<file path="config.mk">
export PLATFORM = sky130hd
export DESIGN_NAME = swc_sleep_wake_controller
export DESIGN_NICKNAME = d
export VERILOG_FILES = /design/src/swc_pkg.sv /design/src/swc_sleep_wake_controller.sv
export VERILOG_INCLUDE_DIRS = /design/src
export SDC_FILE = /design/constraint.sdc
export NUM_CORES = 1
export LEC_CHECK = 0
export ABC_AREA = 1
export BUFFER_PORTS_ARGS = -buffer_cell sky130_fd_sc_hd__buf_4
export CORE_MARGIN = 1
export CORE_UTILIZATION = 50
export CTS_BUF_LIST = sky130_fd_sc_hd__clkbuf_8 sky130_fd_sc_hd__clkbuf_16
export DETAILED_ROUTE_END_ITERATION = 16
export PLACE_DENSITY = 0.8
export SYNTH_ARGS = -nofsm -noshare
export SYNTH_HDL_FRONTEND = slang
export SYNTH_SLANG_ARGS = --single-unit
</file>
<file path="constraint.sdc">
create_clock -name clk -period 2.7 [get_ports clk]
set_input_delay 0.27 -clock clk [delete_from_list [all_inputs] [get_ports clk]]
set_output_delay 0.27 -clock clk [all_outputs]
set_load 0.005 [all_outputs]
</file>
<file path="src/swc_params.svh">
// offsets, field positions, reset values and timing counts for the sleep/wake controller
`ifndef SWC_PARAMS_SVH
`define SWC_PARAMS_SVH
`define SWC_OFF_PIN_CHANGE_ENABLE_MASK 12'h000
`define SWC_OFF_INTERRUPT_CONTROL_MAIN 12'h004
`define SWC_OFF_PERIPHERAL_IRQ_ENABLE_1 12'h008
`define SWC_OFF_PERIPHERAL_IRQ_ENABLE_2 12'h00C
`define SWC_OFF_PERIPHERAL_IRQ_FLAGS_1 12'h010
`define SWC_OFF_PERIPHERAL_IRQ_FLAGS_2 12'h014
`define SWC_OFF_STATUS 12'h018
`define SWC_OFF_WAKE_QUALIFY 12'h01C
`define SWC_REG_RESET 8'h00
`define SWC_INTERRUPT_CONTROL_MAIN_GIE 7
`define SWC_INTERRUPT_CONTROL_MAIN_PERIPHERAL_IRQ_GLOBAL_ENABLE 6
`define SWC_INTERRUPT_CONTROL_MAIN_T0IE 5
`define SWC_INTERRUPT_CONTROL_MAIN_INTE 4
`define SWC_INTERRUPT_CONTROL_MAIN_RBIE 3
`define SWC_INTERRUPT_CONTROL_MAIN_T0IF 2
`define SWC_INTERRUPT_CONTROL_MAIN_INTF 1
`define SWC_INTERRUPT_CONTROL_MAIN_RBIF 0
`define SWC_P1_ADC 6
`define SWC_P1_RX 5
`define SWC_P1_CAP1 2
`define SWC_P1_T1 0
`define SWC_P2_CAP2 0
`define SWC_P2_MASK 8'h01
`define SWC_Q_T1ASYNC 0
`define SWC_Q_RXSLAVE 1
`define SWC_Q_ADCRC 2
`define SWC_Q_WDTEN 3
`define SWC_ST_TO 0
`define SWC_ST_PD 1
`define SWC_ST_SLEEP 2
`define SWC_IRQ_VECTOR 13'h0004
`define SWC_OSC_RESTART_CYCLES 4
`endif

</file>
<file path="src/swc_pkg.sv">
// types for the sleep/wake controller
package swc_pkg;
  typedef enum logic [3:0] {
    SWC_RUN = 4'b0001,
    SWC_ENTER = 4'b0010,
    SWC_SLEEP = 4'b0100,
    SWC_WAKE = 4'b1000
  } swc_state_e;
endpackage

</file>
<file path="src/swc_sleep_wake_controller.sv">
// sleep and wake-up controller with apb register file
// Operation
// sleep instruction enters power-down
// sleep clears watchdog, keeps it running
// sleep clears powerdown flag, sets timeout flag
// main oscillator off, timer-one oscillator untouched
// ports hold their drive during sleep
// watchdog reset never drives reset pin
// pin reset resets, others resume
// powerdown set at power-up; watchdog wake clears timeout
// only listed peripherals may wake
// other peripherals raise nothing in sleep
// next instruction prefetched during sleep
// wake needs own enable, ignores global
// global enable set vectors after next instruction
// pending enabled flag wakes immediately; the code masks the T0IE/T0IF pair while asleep, so it never wakes
// every wake clears the watchdog
// pending before sleep makes it a no-op
// flag during sleep completes sleep then wakes
// powerdown still set means sleep was no-op
// second enable/flag registers implement bit 0
// wake request is or of flag-and-enable; the code leaves the T0IE/T0IF pair out while asleep
//
// Decided for this implementation: the placing of the registers and the APB register port.
`timescale 1ns/10ps
`default_nettype none
`include "swc_params.svh"
module swc_sleep_wake_controller
  import swc_pkg::*;
#(
  parameter int OSC_RESTART = `SWC_OSC_RESTART_CYCLES
)
(
  // clock and reset
  input wire logic clk,
  input wire logic rst,
  // apb slave
  input wire logic psel,
  input wire logic penable,
  input wire logic pwrite,
  input wire logic [11:0] paddr,
  input wire logic [31:0] pwdata,
  output logic [31:0] prdata,
  output logic pready,
  output logic pslverr,
  // core sequencer
  input wire logic sleepExec,
  input wire logic watchdogClearOp,
  output logic coreHalt,
  output logic prefetchNext,
  output logic vectorIrq,
  output logic resumeExec,
  // oscillator and port hold
  output logic mainOscEnable,
  output logic portHold,
  // watchdog
  input wire logic watchdogTimeout,
  output logic watchdogClear,
  output logic deviceReset,
  output logic externalResetPinDrive,
  // raw interrupt events from peripherals and pins
  input wire logic externalResetPin,
  input wire logic [7:0] portbChange,
  input wire logic externalIrqPin,
  input wire logic [7:0] periphEvent1,
  input wire logic periphEvent2
);

  swc_state_e state;
  logic [7:0] pinChangeEnableMask;
  logic [7:0] interruptControlMain;
  logic [7:0] peripheralIrqEnable1;
  logic [7:0] peripheralIrqEnable2;
  logic [7:0] peripheralIrqFlags1;
  logic [7:0] peripheralIrqFlags2;
  logic [7:0] wakeQualify;
  logic powerdownFlagN;
  logic timeoutFlagN;
  logic [2:0] oscCount;
  logic rstPinMeta, rstPinSync;
  logic intPinMeta, intPinSync, intPinPrev;
  logic [7:0] pbMeta, pbSync, pbPrev;
  logic wdtMeta, wdtSync;
  logic busWrite, busRead;
  logic [31:0] next_prdata;
  logic asleep, pendingWake, periphAny, wakeWatchdog;
  logic [7:0] p1Allowed;
  logic wrIntcon, wrFlags1, wrFlags2;

  // two-stage synchronisers for pin inputs
  always_ff @(posedge clk)
  begin
    rstPinMeta <= externalResetPin;
    rstPinSync <= rstPinMeta;
    intPinMeta <= externalIrqPin;
    intPinSync <= intPinMeta;
    intPinPrev <= intPinSync;
    pbMeta <= portbChange;
    pbSync <= pbMeta;
    pbPrev <= pbSync;
    wdtMeta <= watchdogTimeout;
    wdtSync <= wdtMeta;
  end

  // bus strobes, zero wait states
  assign busWrite = psel & penable & pwrite;
  assign busRead = psel & ~penable & ~pwrite;
  assign asleep = (state == SWC_SLEEP);
  assign wrIntcon = busWrite && paddr == `SWC_OFF_INTERRUPT_CONTROL_MAIN;
  assign wrFlags1 = busWrite && paddr == `SWC_OFF_PERIPHERAL_IRQ_FLAGS_1;
  assign wrFlags2 = busWrite && paddr == `SWC_OFF_PERIPHERAL_IRQ_FLAGS_2;

  // asleep only the wake-capable peripherals may flag
  always_comb
  begin
    p1Allowed = 8'hFF;
    if (asleep)
    begin
      p1Allowed = 8'h00;
      p1Allowed[`SWC_P1_T1] = wakeQualify[`SWC_Q_T1ASYNC];
      p1Allowed[`SWC_P1_RX] = wakeQualify[`SWC_Q_RXSLAVE];
      p1Allowed[`SWC_P1_ADC] = wakeQualify[`SWC_Q_ADCRC];
      p1Allowed[`SWC_P1_CAP1] = 1'b1;
    end
  end

  // wake request from flag-and-enable pairs, global enable ignored
  assign periphAny = |(peripheralIrqFlags1 & peripheralIrqEnable1)
    | |(peripheralIrqFlags2 & peripheralIrqEnable2 & `SWC_P2_MASK);
  assign pendingWake = periphAny
    | (interruptControlMain[`SWC_INTERRUPT_CONTROL_MAIN_INTE] & interruptControlMain[`SWC_INTERRUPT_CONTROL_MAIN_INTF])
    | (interruptControlMain[`SWC_INTERRUPT_CONTROL_MAIN_RBIE] & interruptControlMain[`SWC_INTERRUPT_CONTROL_MAIN_RBIF])
    | (interruptControlMain[`SWC_INTERRUPT_CONTROL_MAIN_T0IE] & interruptControlMain[`SWC_INTERRUPT_CONTROL_MAIN_T0IF] & ~asleep);
  assign wakeWatchdog = asleep & wdtSync & wakeQualify[`SWC_Q_WDTEN];

  // software-writable control registers
  always_ff @(posedge clk)
  begin
    if (rst)
    begin
      pinChangeEnableMask <= `SWC_REG_RESET;
      peripheralIrqEnable1 <= `SWC_REG_RESET;
      peripheralIrqEnable2 <= `SWC_REG_RESET;
      wakeQualify <= `SWC_REG_RESET;
    end
    else if (busWrite)
    begin
      case (paddr)
        `SWC_OFF_PIN_CHANGE_ENABLE_MASK: pinChangeEnableMask <= pwdata[7:0];
        `SWC_OFF_PERIPHERAL_IRQ_ENABLE_1: peripheralIrqEnable1 <= pwdata[7:0];
        `SWC_OFF_PERIPHERAL_IRQ_ENABLE_2: peripheralIrqEnable2 <= pwdata[7:0] & `SWC_P2_MASK;
        `SWC_OFF_WAKE_QUALIFY: wakeQualify <= pwdata[7:0];
        default: ;
      endcase
    end
  end

  // interrupt control and flags, hardware set wins over clear
  always_ff @(posedge clk)
  begin
    if (rst)
    begin
      interruptControlMain <= `SWC_REG_RESET;
      peripheralIrqFlags1 <= `SWC_REG_RESET;
      peripheralIrqFlags2 <= `SWC_REG_RESET;
    end
    else
    begin
      if (wrIntcon)
        interruptControlMain <= pwdata[7:0];
      if (intPinSync & ~intPinPrev)
        interruptControlMain[`SWC_INTERRUPT_CONTROL_MAIN_INTF] <= 1'b1;
      if (|((pbSync ^ pbPrev) & pinChangeEnableMask))
        interruptControlMain[`SWC_INTERRUPT_CONTROL_MAIN_RBIF] <= 1'b1;
      peripheralIrqFlags1 <= (wrFlags1 ? pwdata[7:0] : peripheralIrqFlags1)
        | (periphEvent1 & p1Allowed);
      peripheralIrqFlags2 <= ((wrFlags2 ? pwdata[7:0] : peripheralIrqFlags2)
        | {7'd0, periphEvent2}) & `SWC_P2_MASK;
    end
  end

  // sleep sequencer
  always_ff @(posedge clk)
  begin
    if (rst)
    begin
      state <= SWC_RUN;
      oscCount <= 3'd0;
      vectorIrq <= 1'b0;
      resumeExec <= 1'b0;
    end
    else
    begin
      vectorIrq <= 1'b0;
      resumeExec <= 1'b0;
      case (state)
        SWC_RUN:
          if (sleepExec && !pendingWake)
            state <= SWC_ENTER;
        SWC_ENTER:
          state <= SWC_SLEEP; // sleep completes before wake
        SWC_SLEEP:
          if (pendingWake || wakeWatchdog)
          begin
            state <= SWC_WAKE;
            oscCount <= OSC_RESTART[2:0];
          end
        SWC_WAKE:
          if (oscCount == 3'd0)
          begin
            state <= SWC_RUN;
            resumeExec <= 1'b1;
            vectorIrq <= interruptControlMain[`SWC_INTERRUPT_CONTROL_MAIN_GIE] & pendingWake;
          end
          else
            oscCount <= oscCount - 3'd1;
        default: state <= SWC_RUN;
      endcase
    end
  end

  // status flags: power-down and time-out, active low
  always_ff @(posedge clk)
  begin
    if (rst)
    begin
      powerdownFlagN <= 1'b1;
      timeoutFlagN <= 1'b1;
    end
    else if (state == SWC_RUN && sleepExec && !pendingWake)
    begin
      powerdownFlagN <= 1'b0;
      timeoutFlagN <= 1'b1;
    end
    else if (watchdogClearOp)
    begin
      powerdownFlagN <= 1'b1;
      timeoutFlagN <= 1'b1;
    end
    else if (wakeWatchdog && !pendingWake)
      timeoutFlagN <= 1'b0;
  end

  // registered control outputs to core, oscillator and watchdog
  always_ff @(posedge clk)
  begin
    if (rst)
    begin
      coreHalt <= 1'b0;
      prefetchNext <= 1'b0;
      mainOscEnable <= 1'b1;
      portHold <= 1'b0;
      watchdogClear <= 1'b0;
      deviceReset <= 1'b0;
      externalResetPinDrive <= 1'b0;
    end
    else
    begin
      coreHalt <= (state != SWC_RUN) || (sleepExec && !pendingWake);
      prefetchNext <= (state == SWC_RUN) && sleepExec;
      mainOscEnable <= !(state == SWC_SLEEP);
      portHold <= (state == SWC_ENTER) || (state == SWC_SLEEP);
      watchdogClear <= watchdogClearOp || (state == SWC_RUN && sleepExec && !pendingWake)
        || (state == SWC_SLEEP && (pendingWake || wakeWatchdog));
      deviceReset <= rstPinSync;
      externalResetPinDrive <= 1'b0;
    end
  end

  // read mux
  always_comb
  begin
    next_prdata = 32'h0000_0000;
    case (paddr)
      `SWC_OFF_PIN_CHANGE_ENABLE_MASK: next_prdata[7:0] = pinChangeEnableMask;
      `SWC_OFF_INTERRUPT_CONTROL_MAIN: next_prdata[7:0] = interruptControlMain;
      `SWC_OFF_PERIPHERAL_IRQ_ENABLE_1: next_prdata[7:0] = peripheralIrqEnable1;
      `SWC_OFF_PERIPHERAL_IRQ_ENABLE_2: next_prdata[7:0] = peripheralIrqEnable2;
      `SWC_OFF_PERIPHERAL_IRQ_FLAGS_1: next_prdata[7:0] = peripheralIrqFlags1;
      `SWC_OFF_PERIPHERAL_IRQ_FLAGS_2: next_prdata[7:0] = peripheralIrqFlags2;
      `SWC_OFF_STATUS: next_prdata[2:0] = {asleep, powerdownFlagN, timeoutFlagN};
      `SWC_OFF_WAKE_QUALIFY: next_prdata[7:0] = wakeQualify;
      default: next_prdata = 32'h0000_0000;
    endcase
  end

  // apb answer registered in setup phase, ready in access
  always_ff @(posedge clk)
  begin
    if (rst)
    begin
      prdata <= 32'h0000_0000;
      pready <= 1'b0;
      pslverr <= 1'b0;
    end
    else
    begin
      if (busRead)
        prdata <= next_prdata;
      pready <= psel & ~penable;
      pslverr <= psel & ~penable & (paddr > `SWC_OFF_WAKE_QUALIFY || paddr[1:0] != 2'b00);
    end
  end
endmodule
`default_nettype wire

</file>
==> results of run 1 <==
==> cells by family (layout without fill, tap and decap cells) <==
family                     count (synthesis)  count (layout)
xor gates and xnor gates                   1               1
DFF                                      100             100
AOI/OAI and AO/OA                        105             105
and+or+nand+nor                          245             245
adders and majority gates                  2               2
buffers and inverters                    110             165
other                                      1              25
==> state kept, by name (all words and copies together), names as in the netlist, 3 cells and up <==
| name | cells |
|---|---|
| oscCount | 3 |
| pbMeta | 8 |
| interruptControlMain | 8 |
| peripheralIrqEnable1 | 8 |
| peripheralIrqFlags1 | 8 |
| pbPrev | 8 |
| wakeQualify | 8 |
| state | 4 |
| pbSync | 8 |
| pinChangeEnableMask | 8 |
| prdata | 8 |
==> worst paths after layout <==
| check | depth (start not counted) | slack (ns) | end |
|---|---|---|---|
| worst max register to register | 9 | 0.79 | oscCount[2]$_SDFFE_PP0P_ |
| worst min register to register | 0 | 0.33 | pbSync[0]$_DFF_P_ |
| worst max-delay path | 9 | 0.79 | oscCount[2]$_SDFFE_PP0P_ |
| worst min-delay path | 3 | 0.12 | peripheralIrqFlags2[0]$_SDFF_PP0_ |
==> cells in the mapped netlist, types with 2 or more instances <==
library cell | n | area, sq um
nand2_2 | 4 | 25.02
o21ai_0 | 44 | 220.2
nand3_2 | 2 | 20.02
o22ai_1 | 2 | 12.51
nor2_4 | 4 | 45.04
a21oi_1 | 41 | 205.2
o21ai_1 | 12 | 60.06
clkbuf_1 | 6 | 22.52
nand3_1 | 44 | 220.2
nor2_1 | 49 | 183.9
dfxtp_1 | 100 | 2002
buf_2 | 4 | 20.02
nor3_1 | 8 | 40.04
nor2_2 | 3 | 18.77
nand2_1 | 124 | 465.5
buf_6 | 2 | 22.52
ha_1 | 2 | 25.02
a22oi_1 | 2 | 15.01
inv_1 | 67 | 251.5
nor2_8 | 2 | 40.04
buf_4 | 26 | 195.2
clkinv_2 | 2 | 10.01
==> tightest hold or removal path, cell delays in order <==
cell and delay, ns:
buf_4 0.08, o31ai_1 0.06, inv_1 0.04
==> layout make-up <==
class | instances | share of cell area
Tap cell | 105 | 0.02636
Clock inverter | 6 | 0.01104
Clock buffer | 10 | 0.02761
Sequential cell | 100 | 0.4016
Multi-Input combinational cell | 378 | 0.3564
Inverter | 71 | 0.05397
Timing Repair Buffer | 78 | 0.1230
==> per-stage QoR <==
step / cell area (sq um) / setup slack, ns
final: 4985 / 0.7858
after global routing: 4985 / 0.5903
after CTS: 4985 / 0.7857
after detailed placement: 4682 / 0.7281
after global placement: 4682 / 0.7685
after floorplan: 4312 / 1.369
==> layer usage <==
| layer | wire (um) | global-route usage |
|---|---|---|
| met3 | 587 | 0.04288 |
| met1 | 3998 | 0.2627 |
| met4 | 75 | 0.06154 |
| met5 | 0 | 0 |
| met2 | 4387 | 0.3814 |
==> power by group <==
| part | switching [mW] | total, mW | internal [mW] |
|---|---|---|---|
| clock network | 0.542 | 0.921 | 0.378 |
| logic | 0.137 | 0.254 | 0.117 |
| registers | 0.0306 | 1.57 | 1.54 |
==> impl_metrics.toml, run 1 <==
[cts]
cts_resized = 0
path_clk_slew_ns = 0.10
cts_tree = "yes"
numCtsBuffers = 9
cts_hold_buffers = 11
post_cts_buffers = 0
insertion_delay_ns = 0.36
clock_path_buffers = 2
htree_levels = 3
cts-root-buf = "clkbuf_8"
clock_sink_count = 100

[run]
max-cap-violations = 0

[worst_hold_path]
worst_hold_startpoint = "periphEvent2"
hold_path_class = "in2reg"

[yosys]
ys_warn_count = 0
synth_cells = 564
synthSimpleGateAreaFrac = 0.2623
synth-xor-area-share = 0.002075
yosysUniqueCellTypes = 36
synth_fa_ha_area_frac = 0.005928
synthMuxAreaShare = 0
synth_top_family_by_area = "simple AND/OR/NAND/NOR gates"
async_flop_share = 0
seq_area_frac_synth = 0.4742
synth_compound_area_frac = 0.1283
synth-edff-count = 0
avgSynthCellArea_sq_um = 7.485
synth_ff_type = "dfxtp_1"
synth-seq-cells = 100
synthesis.area_sq_mm = 0.004222

[setup_path]
startpoint = "state[1]$_SDFFE_PP0P_"
path_delay_family = "simple AND/OR/NAND/NOR gates"
max_stage_delay_ns = 0.40
critPathLaunchType = "register"
slowest_stage = "nand3_1"
worst_ep_required_time_ns = 3.00
path_cells = "nor2_1 -> nand3_1 -> nand2_1 -> nand2_1 -> nor2_4 -> nand3_2 -> nand2_1 -> nand2_1 -> a21oi_1"
r2r_start = "state[1]$_SDFFE_PP0P_"
path_common_cell = "nand2_1"
crit_type = "reg2reg"
path_buf_inv = 0
crit_fanout = 12
endpoint_kind = "register"
critPathArrivalTime_ns = 2.21

[cells_and_area]
final_cell_mix = "124 x nand2_1, 100 x dfxtp_1, 67 x inv_1, 67 x buf_4, 49 x nor2_1"
utilization = 0.6097
fin_cells = 748
num-fill-cells = 754
final_common_cell = "nand2_1"
n_antenna_cell = 0
multi_input_area_sq_mm = 0.001777
area_growth_syn_to_layout_pct = 18.08
drive_gt1_frac = 0.1617
regArea_sq_mm = 0.002002
finalNetCount = 711

[sta]
layout_min_cycle_time_ns = 1.914
fin_skew_ns = 0.009624
timing.final.crit_share = 0.7090
max_freq_ghz = 0.5224
report.final.slew_viol_count = 0
whs_ns = 0.1176
hold_viol_final = 0
maxSlewHeadroom = 0.6460
rsz0062_at_grt = "false"
tightest_slew_ns = 0.5296
setup_tns_ns = 0
setup_violations = 0

[power]
power.density_mw_per_mm2 = 549.8
p_total_mw = 2.741
leakage_nw = 2.306
ir_drop_mv = 0.3258

[die]
rows = 33
die_w_um = 93.89
initial_core_util = 0.5164
core_area_sq_mm = 0.008175
io_pins = 114
die_area_sq_mm = 0.008814
die_h_um = 93.89

[global_route]
grt_max_degree = 47
grt-ovfl-total = 0
grt_pass1_wl_um = 14700
grt_usage = 0.2153
first_global_vias = 3335
antenna_found_initial = 0

[routing]
drt_wl_total_um = 9048
drtAntennaViolNets = 0
drc = 0
num_vias = 3694
drt_pass1_iterations = 7
first_iter_violations = 198
avgViaCountPerCell = 4.939
wl_per_cell_um = 12.10

[placed_design]
place_congestion = 0.8430
dp.cells = 721
port_buffers = 64
dp_hpwl_um = 6667

[run_status]
status = "finished, final reports clean"
Note: power is estimated with default switching activity, not from simulation.
==> run 2, diff against run 1 <==
- clock period: 2.7 -> 1.9 ns (I/O delays scaled with it)
==> run 2 against run 1 <==
First-iteration DRC count fell by 2.0%. Flip-flop and latch count did not move. Highest routed layer unchanged. Sequential power rose by 42%. Largest cell class unchanged.
==> impl_metrics.toml, run 2 (synthesized netlist as in run 1, its figures left out) <==
[die]
die_area_sq_mm = 0.008814
rows = 33
initial_core_util = 0.5164
die_w_um = 93.89
die_h_um = 93.89
core_area_sq_mm = 0.008175
io_pins = 114

[routing]
drc = 0
met2WireLength_um = 4502
drt_pass1_iterations = 6
drt_wl_total_um = 9281
drtAntennaViolNets = 0
dr_wl_met3_um = 694
top_layer = "met4"
first_iter_violations = 194
drt-met1-wl_um = 3931
num_vias = 3707
avgViaCountPerCell = 4.936
wl_per_cell_um = 12.36

[global_route]
grt_pass1_wl_um = 15590
grt_usage = 0.2280
grt-ovfl-total = 0
antenna_found_initial = 0
grt_max_degree = 47
first_global_vias = 3511

[cts]
path_clk_slew_ns = 0.10
numCtsBuffers = 9
clock_path_buffers = 2
htree_levels = 3
cts_tree = "yes"
insertion_delay_ns = 0.37
clock_sink_count = 100
cts_resized = 0
cts-root-buf = "clkbuf_8"

[setup_path]
crit_type = "reg2reg"
crit_fanout = 6
endpoint_kind = "register"
worst_ep_required_time_ns = 2.20
critPathLaunchType = "register"
critPathArrivalTime_ns = 1.97

[sta]
max_freq_ghz = 0.5997
fin_skew_ns = 0.01253
report.final.slew_viol_count = 0
layout_min_cycle_time_ns = 1.668
hold_viol_final = 0
timing.final.crit_share = 0.8776
rsz0062_at_grt = "false"
setup_violations = 0
setup_tns_ns = 0

[placed_design]
place_congestion = 0.8757
port_buffers = 64
dp_hpwl_um = 6838

[power]
leakage_nw = 2.336
power.density_mw_per_mm2 = 803.7
p_total_mw = 4.041
ir_drop_mv = 0.4245

[cells_and_area]
area_growth_syn_to_layout_pct = 19.12
finalNetCount = 714
drive_gt1_frac = 0.1656
final_common_cell = "nand2_1"
n_antenna_cell = 0
final_cell_mix = "124 x nand2_1, 100 x dfxtp_1, 70 x buf_4, 67 x inv_1, 49 x nor2_1"
num-fill-cells = 731

[worst_hold_path]
hold_path_class = "in2reg"

[run_status]
status = "finished, final reports clean"

[run]
max-cap-violations = 0
-- run 2: changes by cell type in the layout (fill, tap and decap cells not counted), sizes merged --
| cell | before | now |
|---|---|---|
| buf | 67 | 70 |
| bufinv | 0 | 1 |
| clkinvlp | 2 | 0 |
| inv | 71 | 72 |
-- run 2: cell type report --
class                   instances  area, sq um  share of cell area
clock buffers                  10        137.6             0.02737
clock inverters                 6        76.32             0.01518
inverters                      71        269.0             0.05350
multi-input cells             378         1777              0.3533
flip-flops and latches        100         2002              0.3981
well taps                     105        131.4             0.02613
repair buffers                 81        635.6              0.1264
-- run 2: worst max-delay path: stages (launching register included) --
cell and delay [ns]:
dfxtp_1 0.33, nor2_1 0.14, nand3_1 0.25, nand2_1 0.12, nand2_1 0.09, nor2_4 0.16
nand3_2 0.16, nand2_1 0.16, nand2_1 0.07, a21oi_1 0.13
-- run 2: metrics by stage --
step | std cells | setup WS (ns) | hold slack, ns | cell area (sq um) | util
final | 751 | 0.2325 | 0.03100 | 5029 | 0.6151
after CTS | 751 | 0.2315 | 0.02380 | 5029 | 0.6151
after global routing | 751 | 0.04632 | 0.03247 | 5029 | 0.6151
after floorplan | 588 | 0.6358 | 0.2177 | 4312 | -
after detailed placement | 724 | 0.2478 | 0.2954 | 4705 | 0.5755
after global placement | 724 | 0.2769 | 0.2946 | 4705 | 0.5755
-- run 2: routing by layer --
layer	track usage	vias to the layer above
met5	0	-
met4	0.08333	0
met3	0.04693	16
met2	0.4051	139
met1	0.2690	1654
li1	-	1898
-- run 2: report_power, final --
part           switching, mW  leakage, nW  internal (mW)
registers             0.0452        0.823           2.18
logic                  0.195         1.40          0.168
clock network          0.780        0.110          0.671
total                   1.02         2.34           3.02
-- run 2: final timing paths --
kind / startpoint / endpoint / slack, ns / cells past startpoint
setup / recovery: state[0]$_SDFFE_PP1P_ / oscCount[2]$_SDFFE_PP0P_ / 0.23 / 9
hold / removal: periphEvent2 / peripheralIrqFlags2[0]$_SDFF_PP0_ / 0.03 / 3
setup reg to reg: state[0]$_SDFFE_PP1P_ / oscCount[2]$_SDFFE_PP0P_ / 0.23 / 9
hold reg to reg: pbMeta[6]$_DFF_P_ / pbSync[6]$_DFF_P_ / 0.33 / 0
-- run 2: repair_timing --
action                                  CTS  global route
endpoints found under the setup margin    0             0
hold buffers                             11             0
setup buffers                             0             0
hold endpoints to repair                 11             0
